File: src/rtl/gpib_pkg.sv
`default_nettype none
package gpib_pkg;
	// ==========================================================
	// Interface message codes, seven bits, parity bit ignored
	localparam logic [7:0] CODE_GTL  = 8'h01;
	localparam logic [7:0] CODE_SDC  = 8'h04;
	localparam logic [7:0] CODE_LLO  = 8'h11;
	localparam logic [7:0] CODE_DCL  = 8'h14;
	localparam logic [7:0] CODE_SPE  = 8'h18;
	localparam logic [7:0] CODE_SPD  = 8'h19;
	localparam logic [7:0] CODE_UNL  = 8'h3F;
	localparam logic [7:0] CODE_UNT  = 8'h5F;
	localparam logic [7:0] LISTEN_BASE = 8'h20;
	localparam logic [7:0] TALK_BASE   = 8'h40;
	localparam logic [1:0] TALK_GROUP  = 2'h2;
	// Bus address that detaches the device from the bus
	localparam logic [4:0] ADDR_OFF = 5'h1F;
	// ==========================================================
	// Program message characters
	localparam logic [7:0] CH_LF    = 8'h0A;
	localparam logic [7:0] CH_SPACE = 8'h20;
	localparam logic [7:0] CH_STAR  = 8'h2A;
	localparam logic [7:0] CH_COLON = 8'h3A;
	localparam logic [7:0] CH_SEMI  = 8'h3B;
	localparam logic [7:0] CH_QUERY = 8'h3F;
	// Position of the service request bit in the poll byte
	localparam int SRQ_BIT = 6;
	// ==========================================================
	// Header classes
	localparam logic [1:0] HDR_SIMPLE   = 2'h0;
	localparam logic [1:0] HDR_COMPOUND = 2'h1;
	localparam logic [1:0] HDR_COMMON   = 2'h2;
	// Reset values of the event flags
	localparam logic PWR_PEND_RST = 1'b1;
	localparam logic PWR_SRQ_RST  = 1'b1;
	// ==========================================================
	// Remote/local control states
	typedef enum logic [3:0] {
		CTL_LOCAL     = 4'b0001,
		CTL_REMOTE    = 4'b0010,
		CTL_LOCAL_LO  = 4'b0100,
		CTL_REMOTE_LO = 4'b1000
	} ctl_state_e;
endpackage
`default_nettype wire

File: src/rtl/msg_if.sv
`timescale 1ns/10ps
`default_nettype none
// Decoded interface messages, one-cycle pulses
interface msg_if;
	logic mta;
	logic mla;
	logic ota;
	logic unl;
	logic unt;
	logic gtl;
	logic sdc;
	logic dcl;
	logic llo;
	logic spe;
	logic spd;
	modport dec (output mta, mla, ota, unl, unt, gtl, sdc, dcl, llo, spe, spd);
	modport ctl (input mta, mla, ota, unl, unt, gtl, sdc, dcl, llo, spe, spd);
endinterface
`default_nettype wire

File: src/rtl/gpib_interface_message_control.sv
`timescale 1ns/10ps
`default_nettype none
// Operation
// RULE1: Own talk address under ATN makes the device addressed talker.
// RULE2: Addressed talker sends its output bytes once ATN is released.
// RULE3: Own listen address under ATN makes the device addressed listener.
// RULE4: Go-to-local moves control to the local state.
// RULE5: Device clear discards pending input, output and unexecuted settings.
// RULE6: Device clear clears errors and waiting events except power-on.
// RULE7: Device clear withdraws service request unless raised only by power-on; code keeps srq up whenever srqPwr_reg is still set.
// RULE8: Selected clear acts like device clear only when addressed listener.
// RULE9: Lockout in remote disables front-panel keys at once.
// RULE10: Lockout in local keeps keys until remote is next entered.
// RULE11: Serial poll enabled talker sends the status byte instead of data.
// RULE12: Serial poll disable returns the talker to normal data.
// RULE13: Unlisten drops listener state, untalk drops talker state.
// RULE14: Interface clear drops both talker and listener states.
// RULE15: Power-up enters local control with panel keys working.
// RULE16: Own listen address in local moves control to remote.
// RULE17: Panel operation in remote returns control to local.
// RULE18: Lockout under ATN goes to remote or local lockout.
// RULE19: Local lockout keeps keys; listen address with REN goes remote lockout.
// RULE20: Remote lockout ignores every panel operation.
// RULE21: Releasing REN ends remote lockout.
// RULE22: Message unit is optional colon, header, optional space and argument.
// RULE23: Headers are classed simple, compound or common, command or query.
// RULE24: Bus address 31 detaches the device from the bus.
// RULE25: Messages end with line feed plus EOI, both ways.
// RULE26: Power-up leaves device unaddressed and outside serial poll.
module gpib_interface_message_control
	import gpib_pkg::*;
(
	input  wire logic       clk,
	input  wire logic       rst,
	input  wire logic       atn,
	input  wire logic       ren,
	input  wire logic       ifc,
	input  wire logic [4:0] busAddr,
	input  wire logic       cmdValid,
	input  wire logic [7:0] cmdByte,
	input  wire logic       rxValid,
	input  wire logic [7:0] rxByte,
	input  wire logic       rxEoi,
	output logic            rxAccept,
	input  wire logic       outValid,
	input  wire logic [7:0] outByte,
	input  wire logic       outLast,
	output logic            outReady,
	input  wire logic [7:0] statusByte,
	output logic            txValid,
	output logic [7:0]      txByte,
	output logic            txEoi,
	input  wire logic       txReady,
	input  wire logic       panelOp,
	output logic            panelKeysEn,
	output logic            remote,
	output logic            lockout,
	output logic            talker,
	output logic            listener,
	output logic            serialPoll,
	output logic            devClear,
	input  wire logic       errEvent,
	output logic            errPending,
	input  wire logic       powerOnAck,
	output logic            powerOnPending,
	input  wire logic       srqReq,
	output logic            srq,
	output logic            dataValid,
	output logic [7:0]      dataByte,
	output logic            msgEnd,
	output logic            hdrValid,
	output logic [1:0]      hdrKind,
	output logic            hdrQuery
);
	// ==========================================================
	// Declarations
	msg_if m ();
	ctl_state_e ctl_reg;
	ctl_state_e ctl_next;
	logic talk_reg;
	logic listen_reg;
	logic spoll_reg;
	logic clear_reg;
	logic err_reg;
	logic pwrPend_reg;
	logic srqOther_reg;
	logic srqPwr_reg;
	logic txValid_reg;
	logic [7:0] txByte_reg;
	logic txEoi_reg;
	logic dataValid_reg;
	logic [7:0] dataByte_reg;
	logic msgEnd_reg;
	logic clearHit;
	logic txSlot;
	logic rxTake;
	logic rxEnd;
	logic [7:0] pollByte;

	// ==========================================================
	// Message decode and header classing
	msg_decoder u_dec (
		.cmdValid (cmdValid),
		.cmdByte  (cmdByte),
		.atn      (atn),
		.busAddr  (busAddr),
		.m        (m.dec)
	);

	header_classifier u_hdr (
		.clk       (clk),
		.rst       (rst),
		.flush     (clearHit),
		.byteValid (rxTake),
		.byteIn    (rxByte),
		.msgEnd    (rxEnd),
		.hdrValid  (hdrValid),
		.hdrKind   (hdrKind),
		.hdrQuery  (hdrQuery)
	);

	// ==========================================================
	// Talker and listener addressing
	// RULE26 idle at power-up
	always_ff @(posedge clk) begin
		if (rst) begin
			talk_reg <= 1'b0;
		end else if (ifc || m.unt || m.ota || m.mla) begin
			// RULE14 interface clear
			talk_reg <= 1'b0;
		end else if (m.mta) begin
			// RULE1 become talker
			talk_reg <= 1'b1;
		end
	end

	always_ff @(posedge clk) begin
		if (rst) begin
			listen_reg <= 1'b0;
		end else if (ifc || m.unl || m.mta) begin
			// RULE13 unlisten
			listen_reg <= 1'b0;
		end else if (m.mla) begin
			// RULE3 become listener
			listen_reg <= 1'b1;
		end
	end

	// Serial poll mode; interface clear also leaves it
	always_ff @(posedge clk) begin
		if (rst || ifc) begin
			spoll_reg <= 1'b0;
		end else if (m.spd) begin
			// RULE12 poll disable
			spoll_reg <= 1'b0;
		end else if (m.spe) begin
			spoll_reg <= 1'b1;
		end
	end

	// ==========================================================
	// Remote, local and lockout control
	// Go-to-local is an addressed command, so only a listener obeys it
	always_comb begin
		ctl_next = ctl_reg;
		if (!ren) begin
			// RULE21 REN released
			ctl_next = CTL_LOCAL;
		end else if (m.llo) begin
			// RULE9 RULE10 RULE18 enter lockout
			ctl_next = (ctl_reg == CTL_REMOTE || ctl_reg == CTL_REMOTE_LO)
				? CTL_REMOTE_LO : CTL_LOCAL_LO;
		end else if (m.mla) begin
			case (ctl_reg)
				// RULE16 listen goes remote
				CTL_LOCAL:    ctl_next = CTL_REMOTE;
				// RULE19 lockout remote
				CTL_LOCAL_LO: ctl_next = CTL_REMOTE_LO;
				default:      ctl_next = ctl_reg;
			endcase
		end else if (m.gtl && listen_reg) begin
			case (ctl_reg)
				// RULE4 go to local
				CTL_REMOTE:    ctl_next = CTL_LOCAL;
				CTL_REMOTE_LO: ctl_next = CTL_LOCAL_LO;
				default:       ctl_next = ctl_reg;
			endcase
		end else if (panelOp && ctl_reg == CTL_REMOTE) begin
			// RULE17 panel returns local
			ctl_next = CTL_LOCAL;
		end
	end

	// RULE15 local at power-up
	always_ff @(posedge clk) begin
		if (rst) begin
			ctl_reg <= CTL_LOCAL;
		end else begin
			ctl_reg <= ctl_next;
		end
	end

	// RULE20 keys dead in remote and remote lockout
	assign panelKeysEn = (ctl_reg == CTL_LOCAL) || (ctl_reg == CTL_LOCAL_LO);
	assign remote      = (ctl_reg == CTL_REMOTE) || (ctl_reg == CTL_REMOTE_LO);
	assign lockout     = (ctl_reg == CTL_LOCAL_LO) || (ctl_reg == CTL_REMOTE_LO);

	// ==========================================================
	// Device clear and event flags
	// RULE8 selected clear
	assign clearHit = m.dcl || (m.sdc && listen_reg);

	// RULE5 clear pulse
	always_ff @(posedge clk) begin
		if (rst) begin
			clear_reg <= 1'b0;
		end else begin
			clear_reg <= clearHit;
		end
	end

	// A new error in the clearing cycle survives the clear
	// RULE6 clear errors
	always_ff @(posedge clk) begin
		if (rst) begin
			err_reg <= 1'b0;
		end else if (errEvent) begin
			err_reg <= 1'b1;
		end else if (clearHit) begin
			err_reg <= 1'b0;
		end
	end

	// Power-on event is left alone by device clear
	always_ff @(posedge clk) begin
		if (rst) begin
			pwrPend_reg <= PWR_PEND_RST;
			srqPwr_reg  <= PWR_SRQ_RST;
		end else if (powerOnAck) begin
			pwrPend_reg <= 1'b0;
			srqPwr_reg  <= 1'b0;
		end
	end

	// RULE7 withdraw request
	always_ff @(posedge clk) begin
		if (rst) begin
			srqOther_reg <= 1'b0;
		end else if (srqReq) begin
			srqOther_reg <= 1'b1;
		end else if (clearHit) begin
			srqOther_reg <= 1'b0;
		end
	end

	assign srq            = srqOther_reg || srqPwr_reg;
	assign errPending     = err_reg;
	assign powerOnPending = pwrPend_reg;
	assign devClear       = clear_reg;

	// ==========================================================
	// Talker output stage, one byte held for the source handshake
	// RULE2 send after ATN
	assign txSlot   = talk_reg && !atn && (!txValid_reg || txReady);
	assign outReady = txSlot && !spoll_reg && !clearHit;
	assign pollByte = {statusByte[7], srq, statusByte[5:0]};

	// Bytes under ATN or after a clear are dropped, not sent late
	always_ff @(posedge clk) begin
		if (rst || clearHit || atn || !talk_reg) begin
			txValid_reg <= 1'b0;
			txByte_reg  <= 8'h00;
			txEoi_reg   <= 1'b0;
		end else if (txSlot && spoll_reg) begin
			// RULE11 status byte
			txValid_reg <= 1'b1;
			txByte_reg  <= pollByte;
			txEoi_reg   <= 1'b0;
		end else if (txSlot) begin
			// RULE25 mark last byte
			txValid_reg <= outValid;
			txByte_reg  <= outByte;
			txEoi_reg   <= outValid && outLast;
		end
	end

	assign txValid = txValid_reg;
	assign txByte  = txByte_reg;
	assign txEoi   = txEoi_reg;

	// ==========================================================
	// Listener input stage
	assign rxAccept = listen_reg && !atn;
	assign rxTake   = rxValid && rxAccept && !clearHit;
	// RULE25 end on LF with EOI
	assign rxEnd    = rxEoi && (rxByte == CH_LF);

	always_ff @(posedge clk) begin
		if (rst || clearHit) begin
			dataValid_reg <= 1'b0;
			dataByte_reg  <= 8'h00;
			msgEnd_reg    <= 1'b0;
		end else begin
			dataValid_reg <= rxTake;
			msgEnd_reg    <= rxTake && rxEnd;
			if (rxTake) begin
				dataByte_reg <= rxByte;
			end
		end
	end

	assign dataValid  = dataValid_reg;
	assign dataByte   = dataByte_reg;
	assign msgEnd     = msgEnd_reg;
	assign talker     = talk_reg;
	assign listener   = listen_reg;
	assign serialPoll = spoll_reg;
endmodule
`default_nettype wire

File: src/rtl/header_classifier.sv
`timescale 1ns/10ps
`default_nettype none
module header_classifier
	import gpib_pkg::*;
(
	input  wire logic       clk,
	input  wire logic       rst,
	input  wire logic       flush,
	input  wire logic       byteValid,
	input  wire logic [7:0] byteIn,
	input  wire logic       msgEnd,
	output logic            hdrValid,
	output logic [1:0]      hdrKind,
	output logic            hdrQuery
);
	logic inArg;
	logic gotChar;
	logic sawStar;
	logic sawColon;
	logic sawQuery;
	logic hdrEnd;

	// A header ends at a space, a semicolon or the message end
	assign hdrEnd = byteValid && !inArg && (msgEnd || byteIn == CH_SPACE || byteIn == CH_SEMI);

	// ==========================================================
	// Header scan; a leading colon is skipped before any mnemonic
	// RULE22 unit layout
	always_ff @(posedge clk) begin
		if (rst || flush) begin
			inArg    <= 1'b0;
			gotChar  <= 1'b0;
			sawStar  <= 1'b0;
			sawColon <= 1'b0;
			sawQuery <= 1'b0;
		end else if (byteValid) begin
			if (inArg) begin
				inArg <= !(msgEnd || byteIn == CH_SEMI);
			end else if (hdrEnd) begin
				inArg    <= (byteIn == CH_SPACE) && !msgEnd;
				gotChar  <= 1'b0;
				sawStar  <= 1'b0;
				sawColon <= 1'b0;
				sawQuery <= 1'b0;
			end else if (byteIn == CH_STAR && !gotChar) begin
				sawStar <= 1'b1;
			end else if (byteIn == CH_COLON) begin
				sawColon <= gotChar;
			end else if (byteIn == CH_QUERY) begin
				sawQuery <= 1'b1;
			end else begin
				gotChar <= 1'b1;
			end
		end
	end

	// ==========================================================
	// Class result, registered
	// RULE23 header class
	always_ff @(posedge clk) begin
		if (rst || flush) begin
			hdrValid <= 1'b0;
			hdrKind  <= HDR_SIMPLE;
			hdrQuery <= 1'b0;
		end else begin
			hdrValid <= hdrEnd && (gotChar || sawStar);
			if (hdrEnd) begin
				hdrKind  <= sawStar ? HDR_COMMON : (sawColon ? HDR_COMPOUND : HDR_SIMPLE);
				hdrQuery <= sawQuery;
			end
		end
	end
endmodule
`default_nettype wire

File: src/rtl/msg_decoder.sv
`timescale 1ns/10ps
`default_nettype none
module msg_decoder
	import gpib_pkg::*;
(
	input  wire logic       cmdValid,
	input  wire logic [7:0] cmdByte,
	input  wire logic       atn,
	input  wire logic [4:0] busAddr,
	msg_if.dec              m
);
	logic addrOn;

	// Only bytes sent under ATN are interface messages
	function automatic logic hit(input logic [7:0] code, input logic v, input logic a,
		input logic [7:0] b);
		return v && a && (b[6:0] == code[6:0]);
	endfunction

	// ==========================================================
	// Address decode
	// RULE24 address off
	assign addrOn = (busAddr != ADDR_OFF);
	// RULE1 own talk
	assign m.mta = addrOn && hit(TALK_BASE | {3'h0, busAddr}, cmdValid, atn, cmdByte);
	// RULE3 own listen
	assign m.mla = addrOn && hit(LISTEN_BASE | {3'h0, busAddr}, cmdValid, atn, cmdByte);
	assign m.ota = cmdValid && atn && (cmdByte[6:5] == TALK_GROUP)
		&& (cmdByte[4:0] != busAddr) && (cmdByte[4:0] != ADDR_OFF);
	// RULE13 unaddress
	assign m.unl = hit(CODE_UNL, cmdValid, atn, cmdByte);
	assign m.unt = hit(CODE_UNT, cmdValid, atn, cmdByte);

	// ==========================================================
	// Addressed and universal commands
	assign m.gtl = hit(CODE_GTL, cmdValid, atn, cmdByte);
	assign m.sdc = hit(CODE_SDC, cmdValid, atn, cmdByte);
	assign m.dcl = hit(CODE_DCL, cmdValid, atn, cmdByte);
	assign m.llo = hit(CODE_LLO, cmdValid, atn, cmdByte);
	assign m.spe = hit(CODE_SPE, cmdValid, atn, cmdByte);
	assign m.spd = hit(CODE_SPD, cmdValid, atn, cmdByte);
endmodule
`default_nettype wire

File: config.mk
export PLATFORM = sky130hd
export DESIGN_NAME = gpib_interface_message_control
export DESIGN_NICKNAME = d
export VERILOG_FILES = /design/src/rtl/gpib_pkg.sv /design/src/rtl/msg_if.sv /design/src/rtl/gpib_interface_message_control.sv /design/src/rtl/header_classifier.sv /design/src/rtl/msg_decoder.sv
export SDC_FILE = /design/constraint.sdc
export NUM_CORES = 1
export LEC_CHECK = 0
export BUFFER_PORTS_ARGS = -buffer_cell sky130_fd_sc_hd__buf_2
export CAP_MARGIN = 20
export CORE_MARGIN = 5
export CORE_UTILIZATION = 45
export CTS_CLUSTER_SIZE = 14
export DETAILED_ROUTE_END_ITERATION = 10
export HOLD_SLACK_MARGIN = 0.06
export PLACE_DENSITY = 0.79
export SLEW_MARGIN = 20
export SYNTH_ARGS = -nofsm -noshare
export SYNTH_HDL_FRONTEND = slang
export SYNTH_SLANG_ARGS = --single-unit
File: constraint.sdc
create_clock -name clk -period 3.6 [get_ports clk]
set_clock_uncertainty 0.1 [all_clocks]
set_input_delay 0.18 -clock clk [delete_from_list [all_inputs] [get_ports clk]]
set_output_delay 0.18 -clock clk [all_outputs]
set_load 0.03 [all_outputs]
[Yosys cells after proc, flatten, opt, wreduce, memory -nomap -nowiden]
Cells that the tools add are included.
Word-level totals
  logic and storage cells: 164
  flip-flop bits (word level): 40
Operators by class
  bitwise gates (word level): 2
  mux-type cells: 31
  equality and inequality tests: 29
  reduce and logical (&&, ||, !) cells: 80
Operators by type and width (count)
  equality test 8 x 6 -> 1 bit (second input constant): 5
  logical AND 1 bit: 35
  equality test 7 x 5 -> 1 bit (second input constant): 4
  2-to-1 mux 1 bit: 21
  2-to-1 mux 4 bit: 5
  logical OR 1 bit: 19
  2-to-1 mux 8 bit: 2
  one-hot mux 4 bit (2 select lines): 2
  inequality test 5 bit (second input constant): 3
  nonzero test 2 bit: 6
  AND reduction 5 bit: 2
  OR reduction 2 bit: 5
  zero test 1 bit: 9
  equality test 8 x 4 -> 1 bit (second input constant): 1
  equality test 7 x 1 -> 1 bit (second input constant): 1
  equality test 7 x 3 -> 1 bit (second input constant): 1
  equality test 7 x 6 -> 1 bit: 1
  equality test 7 x 6 -> 1 bit (second input constant): 1
  equality test 7 bit: 1
  equality test 7 bit (second input constant): 1
  inequality test 2 x 1 -> 1 bit (second input constant): 3
  AND reduction 3 bit: 2
  inequality test 5 bit: 1
  equality test 4 x 1 -> 1 bit (second input constant): 1
  9 further kinds: 10

[Logic depth before layout (Yosys ltp)]
Gate-level depths: netlist of the first run.
  depth in word-level cells: 10
  mapped depth: 7
  gate-level depth less buffers: 5

[By module]
A second synthesis of the first run with hierarchy kept.
Unflattened totals
  cells, all modules: 245
  area total of the unflattened synthesis: 2218.4 um^2
Modules (own cells, without submodules)
  gpib_interface_message_control: sequential area each 620.6 um^2, cells an instance 156, area an instance 1462.7 um^2, times used 1
  header_classifier: sequential area each 180.2 um^2, cells an instance 57, area an instance 510.5 um^2, times used 1
  msg_decoder: sequential area each 0.0 um^2, cells an instance 32, area an instance 245.2 um^2, times used 1

[Worst setup path before layout of the first run]
No wires, ideal clock.
  path type: reg2reg
  from: register listen_reg, in the netlist listener
  to: register u_hdr.inArg
  path slack: 1.635 ns
  buffers on the path: 1
  library setup time: 0.091 ns
  data arrival time: 1.774 ns
  stages on the path, launching flop included: 6
  cells stage by stage: dfxtp_1 > nor2b_1 > and2_1 > buf_2 > a21oi_1 > a311oi_1
RTL lines
  from (decl): line gpib_interface_message_control.sv:81  | logic listen_reg;
  from (signal assigned): line gpib_interface_message_control.sv:139  | listen_reg <= 1'b0;
  from (signal assigned): line gpib_interface_message_control.sv:142  | listen_reg <= 1'b0;
  from (signal assigned): line gpib_interface_message_control.sv:145  | listen_reg <= 1'b1;
  logical AND 1 bit (*): line gpib_interface_message_control.sv:293  | assign rxAccept = listen_reg && !atn;
  net rxAccept: line gpib_interface_message_control.sv:44  | output logic rxAccept,
  logical AND 1 bit (*) (2 in a row): line gpib_interface_message_control.sv:294  | assign rxTake = rxValid && rxAccept && !clearHit;
  logical AND 1 bit (2 in a row): line header_classifier.sv:24  | assign hdrEnd = byteValid && !inArg && (msgEnd || byteIn == CH_SPACE || byteIn == CH_SEMI);
  2-to-1 mux 1 bit: line header_classifier.sv:39  | end else if (hdrEnd) begin
  2-to-1 mux 1 bit: line header_classifier.sv:37  | if (inArg) begin
  to (signal assigned): line header_classifier.sv:38  | inArg <= !(msgEnd || byteIn == CH_SEMI);
  to (signal assigned): line header_classifier.sv:40  | inArg <= (byteIn == CH_SPACE) && !msgEnd;
  to (decl): line header_classifier.sv:16  | logic inArg;
Mark *: on every way through the listed nets, which the timed path passes. The rest lies on a longest branch.
A chain may end at the register's enable or synchronous reset.

[Worst setup path after layout of the first run]
  from: register listen_reg, in the netlist listener
  to: register u_hdr.sawStar
On the way
  cells in the longest elaborated chain, start to end: 8
Ends and longest elaborated chain
  logical AND 1 bit: line gpib_interface_message_control.sv:211  | assign clearHit = m.dcl || (m.sdc && listen_reg);
  logical OR 1 bit: line gpib_interface_message_control.sv:211
  zero test 1 bit: line gpib_interface_message_control.sv:294
  logical AND 1 bit: line gpib_interface_message_control.sv:294
  logical AND 1 bit (2 in a row): line header_classifier.sv:24
  nonzero test 2 bit (no line)
  AND reduction 3 bit (no line)
  to (signal assigned): line header_classifier.sv:33  | sawStar <= 1'b0;
  to (signal assigned): line header_classifier.sv:42  | sawStar <= 1'b0;
  to (signal assigned): line header_classifier.sv:46  | sawStar <= 1'b1;
  to (decl): line header_classifier.sv:18  | logic sawStar;
Parallel ways exist; a longest one is shown, timed or not.

==> summary.txt, run 1 <==
Synthesis
  – Main synth FF type: dfxtp_1
  – Largest family of logic cells by synthesized area: simple AND/OR/NAND/NOR gates
  – Post-Synth XOR/XNOR Area: 3.14%
  – Post-synth cell types: 47
  – Synthesized area per cell: 8.35 µm²
  – Synthesized-area fraction occupied by adder cells: 0%
  – Post-Synth Simple-Gate Area: 29.0%
  – Mapped Area: 1950 µm²
  – Sequential fraction of the synthesis area: 41.0%
  – #FFs+latches synth: 40
  – Multiplexer area fraction after synthesis: 6.73%
  – Post-synthesis compound-gate area fraction: 15.2%
  – Yosys warns: 0
  – Asr flop ratio synth: 0%
  – Mapped Nets: 286
  – Cells after Synth: 234
  – Post-synth EDFFs: 0

STA
  – Setup TNS: 0 ps
  – Fin crit share: 54.8%
  – # setup viols final: 0
  – Final hold violation count: 0
  – Pins over their slew limit: 0
  – F_max: 0.507 GHz
  – Min Tclk post-route: 1970 ps
  – Max_slew headroom: 56.8%
  – Actual slew at the worst max-slew pin: 643 ps
  – Unrepaired setup endpoints after global routing: no

Global route
  – Number of global-route vias before repair: 1859
  – Initial antenna violation count: 0
  – Total gr overflow: 0
  – Largest net degree at the start of global routing: 19
  – First-pass GRT wire length: 7.95 mm
  – GRT Util Overall: 17.9%

Final layout
  – Final Non-Filler Cells: 377
  – Final core utilization: 59.9%
  – Area grow syn2layout: 31.8%
  – Ant diodes: 0
  – Share of cells above drive strength 1: 32.3%
  – Final nets: 376

Floorplan
  – CORE AREA: 4290 µm²
  – Chip width: 75.9 µm
  – # IOs: 88
  – Floorplan row count: 24
  – Die height: 75.9 µm
  – Die area: 5760 µm²
  – Starting Density: 45.5%

Setup path
  – Critical Setup Path Class: flop to flop
  – Crit end category: flop
  – Worst-path fanout max: 18
  – CP arrival: 2050 ps
  – Worst Reg2Reg Path Length in Cells: 5
  – Critical R2R Launch: listener$_SDFFE_PP0P_
  – Flop2flop setup slack: 1630 ps
  – Critical Path Start Type: flop
  – Crit Reg-Reg Endpoint: u_hdr.sawStar$_SDFFE_PP0P_
  – Crit. Startpoint: listener$_SDFFE_PP0P_
  – CP required: 3680 ps

Power
  – Power density cells: 321 nW/µm²
  – Pleak: 1.17 nW
  – Worst IR Drop VDD: 0.000292 V
  – Total power: 0.826 mW

Clock network
  – Worst-skew pair later-pin latency: 280 ps
  – CTS Root Cell: clkbuf_8
  – CTS Buffer Depth: 2
  – Setup Buffers After CTS: 0
  – Reg clk slew, reported paths: 80 ps
  – CTS Sinks: 40
  – Clock H-tree levels: 2
  – TritonCTS clock tree: built
  – TritonCTS Buffers: 5

Placed design
  – RD Place Congestion: 0.821
  – PortBufs: 85
  – Hpwl dp: 3.80 mm
  – Number of placed cells counting well taps: 360

Min path
  – Hold path depth: 3
  – Hold wc startpoint: rxByte[7]
  – Worst Hold Class: primary input to flop
  – Hold Path End: dataByte[7]$_SDFFE_PP0P_

Status
  – Outcome: complete, no violations

Detailed routing
  – Final ANT Viol Nets: 0
  – Vias: 1964
  – Routed wire length: 5.01 mm
  – Drt drc: 0
  – Detailed router's first-iteration violation count: 59
  – Vias/cell: 5.21
  – DRT Pass-1 Iters: 4
  – Wire length per cell: 13.3 µm

Run
  – Max cap viols: 0
-- cell usage in the layout (no fill, tap or decap), drive strengths merged, types with 2 or more instances in the layout --
cell type	count
and3	4
nand4	3
xnor2	6
and4	2
clkinv	3
and4bb	2
nor4	3
nand2b	2
or3b	2
or3	3
and2	3
nand4b	2
dlygate4sd3	9
nor2b	4
buf	86
inv	11
clkbuf	5
dfxtp	40
o211a	2
o22ai	3
nand2	28
nand3	4
nor3	8
o211ai	3
o21ai	5
a21oi	18
nor4b	2
a211oi	7
mux2i	12
a21o	2
nor2	28
-- repair_timing --
action,4_1_cts,5_1_grt
resized for setup,0,0
endpoints found under the hold margin,9,0
hold buffers,9,0
-- power breakdown --
part           internal [mW]  switching [mW]
logic                 0.0427          0.0447
registers              0.445         0.00162
clock network          0.135           0.157
-- cells in the mapped netlist, types with 3 or more instances --
library cell,instances,area (µm²)
nor2b_1,4,25.0
and3_1,4,25.0
xnor2_1,6,52.6
clkbuf_1,6,22.5
buf_2,5,25.0
and2_1,3,18.8
nand3_1,4,20.0
o22ai_1,3,18.8
nor3_1,6,30.0
nor4_1,3,18.8
mux2i_1,12,120
nor2_1,28,105
nand4_1,3,18.8
nand2_1,28,105
o21ai_0,4,20.0
dfxtp_1,40,801
or3_1,3,18.8
a211oi_1,7,52.6
o211ai_1,3,22.5
inv_1,11,41.3
a21oi_1,18,90.1
-- critical path: stages, from the launching register on --
cell	delay [ps]
dfxtp_1	440
nor2_1	80
nor4b_1	370
a21o_1	560
nand2b_1	250
nor2_1	70
-- logic make-up (layout without fill, tap and decap cells) --
logic type	count (synthesis)	count (layout)
buffers and inverters	23	114
DFF	40	40
and+or+nand+nor	105	105
xor gates and xnor gates	7	7
AOI/OAI and AO/OA	46	46
muxes	13	13
-- stage by stage --
step | instance area [µm²] | setup slack, ps | hold WS (ps)
floorplan | 1950 | 1630 | 157
detailed placement | 2400 | 1580 | 276
CTS | 2570 | 1610 | 60.7
finish | 2570 | 1630 | 62.1
global route | 2570 | 1400 | 72.0
global placement | 2400 | 1630 | 282
-- per-layer routing --
metal / global-route usage, % / share of wire, % / up-vias
met4: 6.99 / 1.3 / 0
li1: - / - / 1011
met2: 30.8 / 51 / 50
met3: 3.96 / 4.7 / 6
met5: 0 / 0 / -
met1: 21.6 / 43 / 897
-- area by class of cell --
class | instances | area (µm²)
multi-input cells | 171 | 1060
well taps | 52 | 65.1
inverters | 11 | 41.3
repair buffers | 95 | 523
clock inverters | 3 | 18.8
fillers | 388 | 1720
flip-flops and latches | 40 | 801
clock buffers | 5 | 68.8
-- how the worst max path moves through the flow --
stage	to	slack, ps	cells past startpoint
after floorplan	u_hdr.inArg$_SDFFE_PP0P_	1630	5
after global placement	u_hdr.sawColon$_SDFFE_PP0P_	1630	5
after detailed placement	u_hdr.sawStar$_SDFFE_PP0P_	1580	6
after CTS	u_hdr.sawStar$_SDFFE_PP0P_	1610	5
after global routing	u_hdr.gotChar$_SDFFE_PP0P_	1400	5
final	u_hdr.sawStar$_SDFFE_PP0P_	1630	5
No activity file was read; power rests on OpenSTA's default activity.
==> run 2: changes to the inputs <==
--- a/config.mk
+++ b/config.mk
@@ -5,14 +5,15 @@
 export SDC_FILE = /design/constraint.sdc
 export NUM_CORES = 1
 export LEC_CHECK = 0
+export ABC_AREA = 1
 export BUFFER_PORTS_ARGS = -buffer_cell sky130_fd_sc_hd__buf_2
 export CAP_MARGIN = 20
 export CORE_MARGIN = 5
-export CORE_UTILIZATION = 45
+export CORE_UTILIZATION = 43
 export CTS_CLUSTER_SIZE = 14
 export DETAILED_ROUTE_END_ITERATION = 10
 export HOLD_SLACK_MARGIN = 0.06
-export PLACE_DENSITY = 0.79
+export PLACE_DENSITY = 0.78
 export SLEW_MARGIN = 20
 export SYNTH_ARGS = -nofsm -noshare
 export SYNTH_HDL_FRONTEND = slang
==> constraint.sdc (replaced) <==
create_clock -name clk -period 1.7 [get_ports clk]
set_clock_uncertainty 0.1 [all_clocks]
set_input_delay 0.085 -clock clk [delete_from_list [all_inputs] [get_ports clk]]
set_output_delay 0.085 -clock clk [all_outputs]
set_load 0.03 [all_outputs]
==> run 2 against run 1 <==
  * Combinational power grew to 3.0 times the previous value
  * Critical path type is now primary input to flop
  * Critical path depth is 5 higher
  * Utilization is 5.2 points higher
==> summary.txt, run 2 <==
Status
  – Outcome: complete, no violations

Final layout
  – Share of cells above drive strength 1: 27.9%
  – Area grow syn2layout: 46.7%
  – Area of the multi-input gates: 1080 µm²
  – FF+latch area: 801 µm²
  – Ant diodes: 0
  – Fill cells: 410
  – Commonest non-fill, non-tap cell in the layout: buf_2
  – Most frequent cells in the layout: 84 x buf_2, 57 x inv_1, 53 x nand2_1, 43 x nor2_1, 40 x dfxtp_1
  – Final core utilization: 65.1%
  – Final nets: 489

Setup path
  – Critical Path Start Type: primary input
  – Critical Setup Path Class: primary input to flop
  – CP top delay family: buffers and inverters
  – CP required: 1780 ps
  – Crit end category: flop
  – Critical path buffers and inverters: 3
  – CP max-delay cell: dlygate4sd3_1
  – CP arrival: 1690 ps
  – CP peak stage delay: 530 ps
  – Critical-path cell list: dlygate4sd3_1 > buf_2 > inv_1 > nand3_1 > nor3_2 > a21oi_1 > nand2_1 > nand2_2 > nand2_1 > nor2_1
  – Worst-path fanout max: 6
  – Most frequent CP cell: nand2_1

Synthesis
  – Post-synth EDFFs: 0
  – Post-synth top cells: 57 x inv_1, 54 x nand2_1, 44 x nor2_1, 40 x dfxtp_1
  – Synthesized area per cell: 6.79 µm²
  – Post-synth top area share: 37.9%
  – Yosys warns: 0
  – Sequential fraction of the synthesis area: 37.9%
  – Asr flop ratio synth: 0%
  – Mapped Nets: 363
  – Mapped Area: 2110 µm²
  – Main synth FF type: dfxtp_1
  – #FFs+latches synth: 40
  – Synth area leader: dfxtp_1
  – Cells after Synth: 311
  – Top-count cell post-synth: inv_1
  – Top post-synthesis cells by area: dfxtp_1 38%, inv_1 10%, nand2_1 9.6%
  – Post-synth cell types: 35

Global route
  – Total gr overflow: 0
  – GRT Util Overall: 20.1%
  – First-pass GRT wire length: 10.2 mm
  – Initial antenna violation count: 0
  – Number of global-route vias before repair: 2334
  – Largest net degree at the start of global routing: 15

Run
  – Max cap viols: 0

STA
  – # setup viols final: 0
  – Final hold violation count: 0
  – Hold WS: 87.1 ps
  – Pins over their slew limit: 0
  – Final setup margin: 86.3 ps
  – Fin crit share: 94.9%
  – Min Tclk post-route: 1610 ps
  – Unrepaired setup endpoints after global routing: yes
  – Setup TNS: 0 ps
  – Max_slew headroom: 77.4%
  – F_max: 0.620 GHz
  – Actual slew at the worst max-slew pin: 339 ps

Detailed routing
  – Wire length per cell: 12.4 µm
  – Final ANT Viol Nets: 0
  – Detailed router's first-iteration violation count: 99
  – Routed wire length: 6.27 mm
  – DRT Pass-1 Iters: 4
  – Vias/cell: 4.81
  – Drt drc: 0
  – Vias: 2428

Clock network
  – CTS Root Cell: clkbuf_8
  – TritonCTS Buffers: 5
  – Worst-skew pair later-pin latency: 290 ps
  – Clock H-tree levels: 2
  – Reg clk slew, reported paths: 70 ps
  – CTS Buffer Depth: 2
  – CTS Sinks: 40
  – TritonCTS clock tree: built

Min path
  – Worst Hold Class: primary input to flop

Power
  – Seq pwr share: 48.4%
  – Clock power frac: 38.3%
  – Part of the power in combinational logic: 13.2%
  – Switching portion of total power: 22.9%
  – Pint: 1.50 mW
  – Power density cells: 629 nW/µm²
  – Sw Pwr: 0.445 mW
  – Total power: 1.95 mW
  – Pleak: 1.59 nW
  – Worst IR Drop VDD: 0.000451 V

Floorplan
  – Chip width: 80.1 µm
  – # IOs: 88
  – Floorplan row count: 25
  – Starting Density: 44.4%
  – Die height: 80.1 µm
  – CORE AREA: 4750 µm²
  – Die area: 6410 µm²

Placed design
  – Hpwl dp: 4.31 mm
  – PortBufs: 85
  – RD Place Congestion: 0.875
  – Post-place setup slack: 161 ps
run 2: changes by cell type in the layout (fill, tap and decap cells not counted), sizes merged, moves of 5 or more:
cell | previous run | this run
xnor2 | 6 | 1
nand2 | 28 | 58
o21ai | 5 | 23
nand3 | 4 | 19
nor2 | 28 | 47
inv | 11 | 61
a211oi | 7 | 2
a21oi | 18 | 25
dlygate4sd3 | 9 | 33
mux2i | 12 | 0
run 2: metrics by stage:
| step | instance area [µm²] | cells |
|---|---|---|
| detailed placement | 2630 | 463 |
| floorplan | 2120 | 311 |
| finish | 3100 | 505 |
| CTS | 3070 | 505 |
| global placement | 2630 | 463 |
| global route | 3100 | 505 |
run 2: worst paths after layout:
kind                                                from                          to  slack [ps]  depth (start not counted)
worst min-delay path                          cmdByte[1]     serialPoll$_SDFFE_PP0P_          90                          3
worst min register to register  dataByte[1]$_SDFFE_PP0P_    dataByte[1]$_SDFFE_PP0P_         360                          2
worst max register to register       talker$_SDFFE_PP0P_          txEoi$_SDFFE_PP0P_         110                          7
worst max-delay path                           rxByte[5]  u_hdr.gotChar$_SDFFE_PP0P_          90                         10
run 2: cells by family (layout without fill, tap and decap cells):
kind of cell	count (synthesis)	count (layout)	share of synthesized area, %
buffers and inverters	65	192	12.2
AOI/OAI and AO/OA	59	59	16.8
and+or+nand+nor	145	145	31.8
xor gates and xnor gates	2	2	1.19
DFF	40	40	37.9
run 2: per-layer routing:
| metal | share of wire (%) | GRT usage [%] | wire [µm] | up-vias |
|---|---|---|---|---|
| met5 | 0 | 0 | 0 | - |
| met4 | 1.9 | 7.43 | 120 | 0 |
| met3 | 7.8 | 6.05 | 486 | 12 |
| met2 | 49 | 36.3 | 3050 | 101 |
| met1 | 42 | 21.9 | 2610 | 1068 |
| li1 | - | - | - | 1247 |
run 2: power by group through the flow:
stage,Clock [mW],Sequential [mW],Combinational [mW]
6_report,0.747,0.944,0.258
3_3_place_gp,0,0.966,0.187
3_5_place_dp,0,0.966,0.190
2_1_floorplan,0,0.973,0.0910
5_1_grt,0.827,0.945,0.284
4_1_cts,0.772,0.944,0.249
run 2: repair_timing:
item,in CTS,in global routing
endpoints found under the hold margin,30,0
setup buffers,1,0
setup endpoints to repair,1,10
gates resized for setup,0,8
hold buffers,33,0
run 2: cell type report:
cell class / instances / area share, %
clock buffers: 6 / 2.34
clock inverters: 2 / 1.13
inverters: 62 / 7.56
multi-input cells: 206 / 34.9
flip-flops and latches: 40 / 25.9
well taps: 67 / 2.71
repair buffers: 122 / 25.5
run 2: worst reg2reg max path: stages, from the launching register on:
cell and delay, ps:
dfxtp_1 320, inv_1 50, or2_1 250, a21oi_4 160, buf_4 180, buf_4 160
nor2_1 70, a211oi_1 220
